$ cat src/adc_readout_pkg.sv
package adc_readout_pkg;
  // Timing
  localparam int CLK_PERIOD_NS = 25;
  localparam int DATA_RATE_SPS = 1000;
  localparam int PERIOD_CYCLES = 1000000000 / (CLK_PERIOD_NS * DATA_RATE_SPS);
  localparam int POR_CYCLES = 65536;
  localparam int SETTLE_PERIODS_X256 = 16123;
  localparam int SETTLE_DEN = 256;
  localparam int SETTLE_EXTRA_CYCLES = 468;
  localparam int WAKE_SAVING_CYCLES = 2;
  localparam int READY_HIGH_CYCLES = 4;
  localparam int TIMEOUT_PERIODS = 64;
  // Word sizes
  localparam int WORD_BITS = 32;
  localparam int CMD_BITS = 8;
  // Command opcodes
  localparam logic [7:0] CMD_WAKE = 8'h02;
  localparam logic [7:0] CMD_STANDBY = 8'h04;
  localparam logic [7:0] CMD_RESET = 8'h06;
  localparam logic [7:0] CMD_READ_CONT = 8'h10;
  localparam logic [7:0] CMD_STOP_CONT = 8'h11;
  localparam logic [7:0] CMD_READ_DATA = 8'h12;
  localparam logic [7:0] CMD_FILTER_FIR = 8'h20;
  localparam logic [7:0] CMD_FILTER_SINC = 8'h21;
  // Codes and input range
  localparam logic [31:0] CODE_POS_FS = 32'h7fffffff;
  localparam logic [31:0] CODE_NEG_FS = 32'h80000000;
  localparam logic signed [32:0] IN_POS_FS = 33'sh03fffffff;
  localparam logic signed [32:0] IN_NEG_FS = 33'sh1c0000000;
  // Types
  typedef enum logic [4:0] {
    ST_POR = 5'b00001,
    ST_DOWN = 5'b00010,
    ST_STANDBY = 5'b00100,
    ST_SETTLE = 5'b01000,
    ST_RUN = 5'b10000
  } state_t;
  typedef struct packed {
    logic sinc;
    logic cont;
  } cfg_t;
  localparam cfg_t CFG_DEFAULT = '{sinc: 1'b0, cont: 1'b1};
endpackage : adc_readout_pkg

$ cat src/adc_serial_readout_port.sv
`timescale 1ns/100ps
// Function
// Power-down pin low disables conversion and restores default configuration.
// Standby keeps serial port and configuration alive and intact.
// After power-up count 65536 clocks before releasing internal reset.
// First FIR data 62.98046875 periods plus 468 clocks; wake two less.
// Default is FIR path at 1000 samples per second.
// Sample data-in on serial rising edge, change data-out on falling.
// Serial clock low for 64 ready periods resets the serial port.
// Host keeps serial clock low when idle, data-in low in continuous.
// Host finishes continuous readout four clocks before next ready.
// By-command reads survive the next ready edge uncorrupted.
// Ready goes low on new result, high on first serial falling edge.
// Unread results give ready a four-clock high pulse per update.
// 32-bit two's complement, LSB repeats sign, clip LSB special.
// Host may stop after 24 bits; device tolerates truncated reads.
// Sinc path codes are half of FIR path codes.
// FIR saturates at full scale codes; sinc path does not clip.
// Continuous readout after power-up and after read-continuous command.
// MSB on data-out at ready fall; low after 32 bits.
// Stop-continuous suppresses ready; results only on read command.
// Read command on eighth rising edge, data at next ready fall.
// Read command yields new data within zero to one period.
// One-shot is standby, wake, wait ready, read, standby again.
// Reset command acts on first clock after eighth serial rising edge.
// Power-down or standby holds ready high with no new results.
module adc_serial_readout_port
  import adc_readout_pkg::*;
#(
  parameter int PERIOD = PERIOD_CYCLES,
  parameter int POR = POR_CYCLES
) (
  input wire logic clk_sys,
  input wire logic rst_n,
  input wire logic power_down_pin,
  input wire logic sclk,
  input wire logic din,
  input wire logic signed [32:0] filter_data,
  output logic data_ready_n,
  output logic dout,
  output logic converting
);
  localparam int SETTLE = (PERIOD * SETTLE_PERIODS_X256 + SETTLE_DEN - 1) / SETTLE_DEN
                          + SETTLE_EXTRA_CYCLES;

  state_t state;
  cfg_t cfg;
  logic [2:0] sclk_s;
  logic [1:0] din_s;
  logic [1:0] power_down_pin_s;
  logic sclk_rise;
  logic sclk_fall;
  logic power_down_pin_low;
  logic [31:0] por_cnt;
  logic [31:0] settle_cnt;
  logic [31:0] per_cnt;
  logic [6:0] idle_cnt;
  logic [2:0] bit_cnt;
  logic [6:0] cmd_sr;
  logic [7:0] opcode;
  logic cmd_valid;
  logic cmd_wake;
  logic cmd_standby;
  logic cmd_reset;
  logic read_pend;
  logic settle_done;
  logic tick;
  logic load;
  logic timeout;
  logic serial_clear;
  logic clip_pos;
  logic clip_neg;
  logic [31:0] code;
  logic [31:0] out_sr;

  // Pin synchronisers
  always_ff @(posedge clk_sys) begin
    if (!rst_n) begin
      sclk_s <= 3'h0;
      din_s <= 2'h0;
      power_down_pin_s <= 2'h3;
    end else begin
      sclk_s <= {sclk_s[1:0], sclk};
      din_s <= {din_s[0], din};
      power_down_pin_s <= {power_down_pin_s[0], power_down_pin};
    end
  end

  assign sclk_rise = sclk_s[1] & ~sclk_s[2];
  assign sclk_fall = ~sclk_s[1] & sclk_s[2];
  assign power_down_pin_low = ~power_down_pin_s[1];

  // Command decode
  assign opcode = {cmd_sr, din_s[1]};
  assign cmd_valid = sclk_rise && (bit_cnt == 3'h7);
  assign cmd_wake = cmd_valid && (opcode == CMD_WAKE);
  assign cmd_standby = cmd_valid && (opcode == CMD_STANDBY);
  assign cmd_reset = cmd_valid && (opcode == CMD_RESET);

  // Power state
  always_ff @(posedge clk_sys) begin
    if (!rst_n) begin
      state <= ST_POR;
    end else if (state != ST_POR && power_down_pin_low) begin
      state <= ST_DOWN;
    end else if (cmd_reset && state != ST_POR) begin
      state <= ST_SETTLE;
    end else begin
      unique case (state)
        ST_POR: begin
          if (por_cnt == 32'(POR - 1)) begin
            state <= ST_SETTLE;
          end
        end
        ST_DOWN: begin
          state <= ST_SETTLE;
        end
        ST_STANDBY: begin
          if (cmd_wake) begin
            state <= ST_SETTLE;
          end
        end
        ST_SETTLE: begin
          if (cmd_standby) begin
            state <= ST_STANDBY;
          end else if (settle_cnt == 32'h0) begin
            state <= ST_RUN;
          end
        end
        ST_RUN: begin
          if (cmd_standby) begin
            state <= ST_STANDBY;
          end
        end
      endcase
    end
  end

  // Power-on reset count
  always_ff @(posedge clk_sys) begin
    if (!rst_n || state != ST_POR) begin
      por_cnt <= 32'h0;
    end else begin
      por_cnt <= por_cnt + 32'h1;
    end
  end

  // Settling count to first data
  always_ff @(posedge clk_sys) begin
    if (!rst_n || state == ST_POR || state == ST_DOWN || cmd_reset) begin
      settle_cnt <= 32'(SETTLE - 1);
    end else if (state == ST_STANDBY) begin
      settle_cnt <= 32'(SETTLE - 1 - WAKE_SAVING_CYCLES);
    end else if (state == ST_SETTLE && settle_cnt != 32'h0) begin
      settle_cnt <= settle_cnt - 32'h1;
    end
  end

  assign settle_done = state == ST_SETTLE && settle_cnt == 32'h0
                       && !cmd_standby && !cmd_reset && !power_down_pin_low;

  // Output period divider
  always_ff @(posedge clk_sys) begin
    if (!rst_n || state != ST_RUN || per_cnt == 32'(PERIOD - 1)) begin
      per_cnt <= 32'h0;
    end else begin
      per_cnt <= per_cnt + 32'h1;
    end
  end

  assign tick = settle_done || (state == ST_RUN && per_cnt == 32'(PERIOD - 1)
                && !cmd_standby && !cmd_reset && !power_down_pin_low);
  assign converting = state == ST_RUN;

  // Configuration
  always_ff @(posedge clk_sys) begin
    if (!rst_n || state == ST_DOWN || cmd_reset) begin
      cfg <= CFG_DEFAULT;
    end else if (cmd_valid) begin
      if (opcode == CMD_READ_CONT) begin
        cfg.cont <= 1'b1;
      end else if (opcode == CMD_STOP_CONT) begin
        cfg.cont <= 1'b0;
      end else if (opcode == CMD_FILTER_SINC) begin
        cfg.sinc <= 1'b1;
      end else if (opcode == CMD_FILTER_FIR) begin
        cfg.sinc <= 1'b0;
      end
    end
  end

  // Idle clock timeout
  assign timeout = tick && !sclk_s[1] && idle_cnt == 7'(TIMEOUT_PERIODS - 1);
  assign serial_clear = timeout || state == ST_POR || state == ST_DOWN;

  always_ff @(posedge clk_sys) begin
    if (!rst_n || sclk_s[1] || serial_clear) begin
      idle_cnt <= 7'h0;
    end else if (tick) begin
      idle_cnt <= idle_cnt + 7'h1;
    end
  end

  // Command shift-in
  always_ff @(posedge clk_sys) begin
    if (!rst_n || serial_clear) begin
      bit_cnt <= 3'h0;
      cmd_sr <= 7'h0;
    end else if (sclk_rise) begin
      bit_cnt <= bit_cnt + 3'h1;
      cmd_sr <= opcode[6:0];
    end
  end

  // Read-by-command request
  always_ff @(posedge clk_sys) begin
    if (!rst_n || serial_clear || state == ST_STANDBY) begin
      read_pend <= 1'b0;
    end else if (cmd_valid && opcode == CMD_READ_DATA) begin
      read_pend <= 1'b1;
    end else if (tick) begin
      read_pend <= 1'b0;
    end
  end

  // Output code
  assign clip_pos = filter_data > IN_POS_FS;
  assign clip_neg = filter_data < IN_NEG_FS;

  always_comb begin
    if (cfg.sinc) begin
      code = filter_data[31:0];
    end else if (clip_pos) begin
      code = CODE_POS_FS;
    end else if (clip_neg) begin
      code = CODE_NEG_FS;
    end else begin
      code = {filter_data[30:0], filter_data[30]};
    end
  end

  // Result shift-out
  assign load = tick && (cfg.cont || read_pend);

  always_ff @(posedge clk_sys) begin
    if (!rst_n) begin
      out_sr <= 32'h0;
    end else if (load) begin
      out_sr <= code;
    end else if (serial_clear) begin
      out_sr <= 32'h0;
    end else if (sclk_fall) begin
      out_sr <= {out_sr[30:0], 1'b0};
    end
  end

  assign dout = out_sr[WORD_BITS-1];

  // Data ready strobe
  always_ff @(posedge clk_sys) begin
    if (!rst_n || (state != ST_RUN && !settle_done)) begin
      data_ready_n <= 1'b1;
    end else if (load) begin
      data_ready_n <= 1'b0;
    end else if (sclk_fall) begin
      data_ready_n <= 1'b1;
    end else if (per_cnt == 32'(PERIOD - 1 - READY_HIGH_CYCLES)) begin
      data_ready_n <= 1'b1;
    end
  end
endmodule : adc_serial_readout_port

$ cat config.mk
export PLATFORM = sky130hd
export DESIGN_NAME = adc_serial_readout_port
export DESIGN_NICKNAME = d
export VERILOG_FILES = /design/src/adc_readout_pkg.sv /design/src/adc_serial_readout_port.sv
export SDC_FILE = /design/constraint.sdc
export NUM_CORES = 1
export LEC_CHECK = 0
export BUFFER_PORTS_ARGS = -buffer_cell sky130_fd_sc_hd__buf_2
export CAP_MARGIN = 20
export CORE_MARGIN = 1
export CORE_UTILIZATION = 55
export CTS_CLUSTER_SIZE = 25
export DETAILED_ROUTE_END_ITERATION = 10
export PLACE_DENSITY = 0.82
export RECOVER_POWER = 50
export SYNTH_ARGS = -nofsm -noshare
export SYNTH_HDL_FRONTEND = slang
export SYNTH_SLANG_ARGS = --single-unit
$ cat constraint.sdc
create_clock -name clk_sys -period 4.2 [get_ports clk_sys]
set_clock_uncertainty 0.2 [all_clocks]
set_input_delay 0.21 -clock clk_sys [delete_from_list [all_inputs] [get_ports clk_sys]]
set_output_delay 0.21 -clock clk_sys [all_outputs]
set_load 0.05 [all_outputs]
# Word level (Yosys, flattened, before mapping)
# Index checks and enable logic that the tools add are counted.
# Widths: inputs -> output; s select.
# word_totals
latchBits	0
mem_bits_ro	0
ramBits	0
mem_count	0
reg_bits	161
# classes
div_mod_pow	0
bitwise	8
n_lt_le_gt_ge	2
shift	0
multipliers	0
n_mux	25
n_reduce_logical	58
n_eq_ne	32
add_sub_neg	5
# ops
op	n
$mux 32	6
$eq 32x16->1 const B	3
$add 32x1->32 const B	2
$gt 33x31->1 const B	1
$lt 33x31->1 const B	1
$logic_not 32->1	1
$reduce_bool 32->1	1
$sub 32x1->32 const B	1
$mux 5	5
$pmux 5 s5	1
$eq 8x5->1 const B	3
$logic_and 1x1->1	20
$logic_or 1x1->1	17
$eq 8x3->1 const B	2
$eq 8x6->1 const B	2
$reduce_and 4->1	4
$ne 4x4->1 const B	3
$ne 5x5->1 const B	2
$mux 1	9
$ne 3x3->1 const B	3
$eq 8x2->1 const B	1
$reduce_bool 2->1	4
$add 7x1->7 const B	1
$eq 7x6->1 const B	1
21 further kinds	36

# Depth between registers and ports, before layout
# logic_depth
depth_word	15
ltp_mapped	9
ltp_nobuf	8

# Worst setup path before layout
# Ideal clock, no wire load.
# synth_path
path_kind	flip-flop to flip-flop
startpoint	register state[2]
endpoint	register out_sr[22]
synth_period_minus_slack_ps	3128
stages_incl_launch_ff	9
arrival_ps	2868
required_ps	3940
path_slack_ps	1072
cell_sequence	dfxtp_1 or3_4 nor3b_2 nand4_1 a221oi_2 or2_1 buf_4 buf_4 o221a_1
# synth_between
elab_chain_len	12
word_cells_on_any_way	21
classes_between	4 x eq/ne; 2 x mux; 15 x reduce/logical
# synth_lines
element	line	rtl
from (decl)	adc_serial_readout_port.sv:46	state_t state;
from (signal assigned)	adc_serial_readout_port.sv:103	state <= ST_POR;
from (signal assigned)	adc_serial_readout_port.sv:105	state <= ST_DOWN;
from (signal assigned)	adc_serial_readout_port.sv:107	state <= ST_SETTLE;
$eq 5x5->1 *	n/a	
named net converting	adc_serial_readout_port.sv:41	output logic converting
$logic_and 1x1->1 *	adc_serial_readout_port.sv:171	assign tick = settle_done || (state == ST_RUN && per_cnt == 32'(PERIOD - 1)
$logic_and 1x1->1 * (3 in a row)	adc_serial_readout_port.sv:172	&& !cmd_standby && !cmd_reset && !power_down_pin_low);
$logic_or 1x1->1 *	adc_serial_readout_port.sv:171	
$logic_and 1x1->1 (2 in a row)	adc_serial_readout_port.sv:193	assign timeout = tick && !sclk_s[1] && idle_cnt == 7'(TIMEOUT_PERIODS - 1);
$logic_or 1x1->1 (2 in a row)	adc_serial_readout_port.sv:194	assign serial_clear = timeout || state == ST_POR || state == ST_DOWN;
$mux 32	adc_serial_readout_port.sv:250	end else if (serial_clear) begin
$mux 32	adc_serial_readout_port.sv:248	end else if (load) begin
to (signal assigned)	adc_serial_readout_port.sv:249	out_sr <= code;
to (signal assigned)	adc_serial_readout_port.sv:253	out_sr <= {out_sr[30:0], 1'b0};
to (decl)	adc_serial_readout_port.sv:74	logic [31:0] out_sr;
# The timed path passes the listed nets; every way through them passes the cells marked *.
# A chain may end at the register's enable or synchronous reset.

# Worst setup path in the final report
# layout_path
startpoint	register per_cnt[13]
endpoint	register out_sr[11]
# layout_between
elab_chain_len	12
word_cells_on_any_way	14
classes_between	1 x eq/ne; 2 x mux; 11 x reduce/logical
# layout_lines
element	line	rtl
from (decl)	adc_serial_readout_port.sv:56	logic [31:0] per_cnt;
from (signal assigned)	adc_serial_readout_port.sv:167	per_cnt <= per_cnt + 32'h1;
$eq 32x16->1 *	adc_serial_readout_port.sv:171	
$logic_and 1x1->1 *	adc_serial_readout_port.sv:171	
$logic_and 1x1->1 * (3 in a row)	adc_serial_readout_port.sv:172	
$logic_or 1x1->1 *	adc_serial_readout_port.sv:171	
$logic_and 1x1->1 (2 in a row)	adc_serial_readout_port.sv:193	
$logic_or 1x1->1 (2 in a row)	adc_serial_readout_port.sv:194	
$mux 32	adc_serial_readout_port.sv:250	
$mux 32	adc_serial_readout_port.sv:248	
# Every way passes the cells marked *; elsewhere a longest branch is shown, timed or not.

==> out/results.txt <==
The flow ran to the end, and the final reports show no timing, DRC or antenna violations. Synthesis handed over a netlist of 932 instances. Of the synthesized area, sequential elements account for 41.44%. In the layout the commonest cells are dfxtp_1 (161), nor2_1 (133), nand2_1 (97), xor2_1 (52), o21ai_0 (47). After the first detailed-routing iteration, the DRC count stood at 517.

Most numerous cell on the critical path: buf_4. Clock-pin slew was measured on the worst setup and hold paths at 0.07 ns. The worst hold path startpoint was filter_data[16].

Summing over every cut layer, the via total after detailed routing is 6682. Of all nets on the critical path, the largest fanout is 33. The run gives 0 as the final setup violation count. The number of cells on the worst reg-to-reg path came out at 8.

The area fraction of the dominant cell type after synthesis was 41.44%. Die span in x: 120.9 microns. The signal on the critical path passes through or4b_1, nor4_1, nand4_1, a221oi_4, buf_4, or2_1, buf_4, o221a_1. Entering global routing, the biggest net connects 35 pins.

For this run, the detailed router's first-pass iteration total came to 5. The total global routing track utilization came out at 22.69%. The worst hold-check path type was in -> reg. Pin placement for this block handled 41 I/O pins. The tools report the total core area as 13830 sq um. In this run the critical register-to-register path is launched from per_cnt[13]. The total clock buffers created by CTS is 17, and the detailed placer's ending HPWL is 10.58 mm. The data arrival time of the worst path was 3.71 ns; the pre-CTS worst setup slack was 0.9706 ns.

After the flow finishes, the layout carries non-filler instances totaling 1146. The tightest slew margin relative to the limit was 13.29%. Setup repair after global routing left no endpoint under its margin.

The number of hold buffers added after cts was 3; the number of core rows was 43. For this run, design rule violations remaining after detail routing come to 0. TritonCTS built the clock tree. The number of port buffers came out at 40. The endpoint of the worst-slack reg-to-reg timing path was out_sr[11].

The master cell of the clock root buffer was clkbuf_16. After detailed placement, the design holds a cell count of 1111. Once detail routing completed, the nets flagged for antenna violations numbered 0. After synthesis, the share of flip-flops with an asynchronous set or reset is 0%. Maximum vdd ir drop: 0.0002692 V. The worst register-to-register path has a setup slack of 0.66 ns.

The die outline height was 120.9 microns. The share of layout cells above drive strength 1 came out at 8.903%. For the total congestion overflow, the log shows 0. The final count of hold timing violations was 0; the achievable frequency was 0.2821 GHz. The final clock period utilization by the worst path was 84.39%. The kind of capture point of the worst setup path is a flop. Final standard cell area without fillers: 8646 sq um. The number of different library cells used by synthesis comes to 61. For the worst setup path, the data required time is 4.37 ns.

The worst setup path is launched from a flop. The tools report the final net count as 997. The total length of routed wires came out at 16.32 mm.

For this configuration, the core starts out at a cell density of 56.25%. Once the clock tree was built, the resizer swapped 0 gates to a different size. The via count of the first global-routing pass came out at 6059. The critical path starts at per_cnt[13]. The layout-stage area growth over the synthesis result was 11.16%; the number of setup buffers added after CTS was 0. The max-cap check violation count is 0. For the static leakage, the log shows 3.192 nW. During synthesis, Yosys emitted a total of 0 warnings.

Yosys mapped a number of flops with a built-in enable equal to 0. The max-slew violation total from the final report came out at 0. The measured slew at the worst slew-check pin is 1.301 ns. The number of nets in the synthesized netlist is 976. The largest individual stage delay along the critical path comes from the cell nor4_1. For this design the ratio of total power to cell area is 365.7 nW/um^2. For this run, the leading register cell type out of synthesis is dfxtp_1. The die covers 14620 sq um.

Endpoint with the worst hold slack: out_sr[16]. Average size of a mapped cell: 8.345 sq um. By area the synthesized netlist is led by dfxtp_1 (41%), nor2_1 (6.4%), xor2_1 (5.9%), nand2_1 (4.7%), xnor2_1 (4.2%). The library cell occupying the most area in the post-synthesis netlist was dfxtp_1. Initial antenna violation count: 0. Counting flops and latches in the post-synthesis netlist gives 161.

The logs give 0.42 ns for the clock latency reported for the late side of the worst-skew pair and 0.8509 for the final weighted congestion in routability-driven placement. Clock tree synthesis found a total of 161 sinks. The logs give 7777 sq um for the area of the mapped netlist and 27.13 mm for the global-route wire length before repair. The final routed wire length divided by cell count is 14.24 microns. The repair_antennas step left the layout with diodes totalling 0. The run gives 8083 sq um as the area of placed instances. The longest individual stage delay on the worst path is 0.59 ns.

Counting I/O delays and the setup requirement, the final critical path takes 3.544 ns. The number of cells on the worst hold path is 4, and the worst-case setup margin in the final layout is 0.6557 ns. The number of buffers between clock root and the deepest sink is 2.

Adding up every negative setup slack in the final design gives 0 ns. The critical path start-end classification was reg -> reg. The H-tree was split into 4 levels. After detailed routing, the number of vias per cell comes to 5.831. The commonest non-fill, non-tap cell in the layout was dfxtp_1.
==> worst max path at each step <==
stage	endpoint	slack (ns)	cells past startpoint
floorplan	out_sr[22]	1.07	8
global placement	out_sr[1]	1.05	8
detailed placement	out_sr[5]	0.97	8
CTS	out_sr[3]	0.96	8
global route	out_sr[5]	0.44	8
finish	out_sr[11]	0.66	8
==> power breakdown <==
| part | switching, mW | leakage [nW] | internal [mW] |
|---|---|---|---|
| logic | 0.0522 | 1.62 | 0.0303 |
| clock network | 0.657 | 0.278 | 0.884 |
| registers | 0.00633 | 1.30 | 1.53 |
| total | 0.716 | 3.19 | 2.45 |
==> worst max-delay path, delay by kind of cell (launching register included) <==
kind | cells | cell delay, ns
AND/OR/NAND/NOR | 4 | 1.62
buffers and inverters | 2 | 0.69
AO/OA/AOI/OAI | 2 | 0.59
flip-flops | 1 | 0.36
==> final cells by class <==
cell class / instances / area [sq um]
Multi-Input combinational cell: 677 / 4160
Clock buffer: 18 / 429.2
Fill cell: 1163 / 5181
Tap cell: 180 / 225.2
Inverter: 42 / 157.7
Timing Repair Buffer: 54 / 296.5
Clock inverter: 14 / 153.9
Sequential cell: 161 / 3223
==> layer usage <==
layer,GRT usage (%),routed length (microns)
met1,29.64,7784
met5,0,0
met4,8.873,289
met3,3.900,580
met2,37.21,7664
==> flip-flops by register name, summed over array words and instances, names as in the netlist, 5 cells and up <==
signal      flops
settle_cnt     32
out_sr         32
cmd_sr          7
por_cnt        32
state           5
idle_cnt        7
per_cnt        32
==> kinds of logic after synthesis <==
group	after synthesis	synth area share [%]
simple gates	424	27.41
flops	161	41.44
compound gates	154	14.72
buf+inv	94	4.923
xor+xnor	89	10.02
fa+ha+maj	7	1.094
mux	3	0.3861
==> stage by stage <==
step,total power [mW],util [%],hold WS (ns)
CTS,3.177,62.89,0.03106
detailed placement,1.652,58.46,0.2112
finish,3.162,62.53,0.04669
global route,3.255,62.53,0.06652
floorplan,1.618,-,0.1115
global placement,1.651,58.46,0.2093
==> cell usage after synthesis, types with 3 or more instances <==
| cell type | instances |
|---|---|
| a21oi_1 | 24 |
| a221oi_1 | 29 |
| and2_1 | 8 |
| and3_1 | 19 |
| and4_1 | 12 |
| buf_1 | 4 |
| buf_2 | 6 |
| clkbuf_1 | 38 |
| dfxtp_1 | 161 |
| ha_1 | 6 |
| inv_1 | 42 |
| mux2i_1 | 3 |
| nand2_1 | 97 |
| nand2b_1 | 8 |
| nand3_1 | 32 |
| nand4_1 | 23 |
| nor2_1 | 133 |
| nor2b_1 | 3 |
| nor3_1 | 27 |
| nor3b_1 | 5 |
| nor4_1 | 20 |
| nor4b_1 | 4 |
| o211a_1 | 3 |
| o21ai_0 | 47 |
| o221a_1 | 28 |
| o22ai_1 | 4 |
| or3_1 | 14 |
| xnor2_1 | 37 |
| xor2_1 | 52 |
No activity file was read; power rests on OpenSTA's default activity.
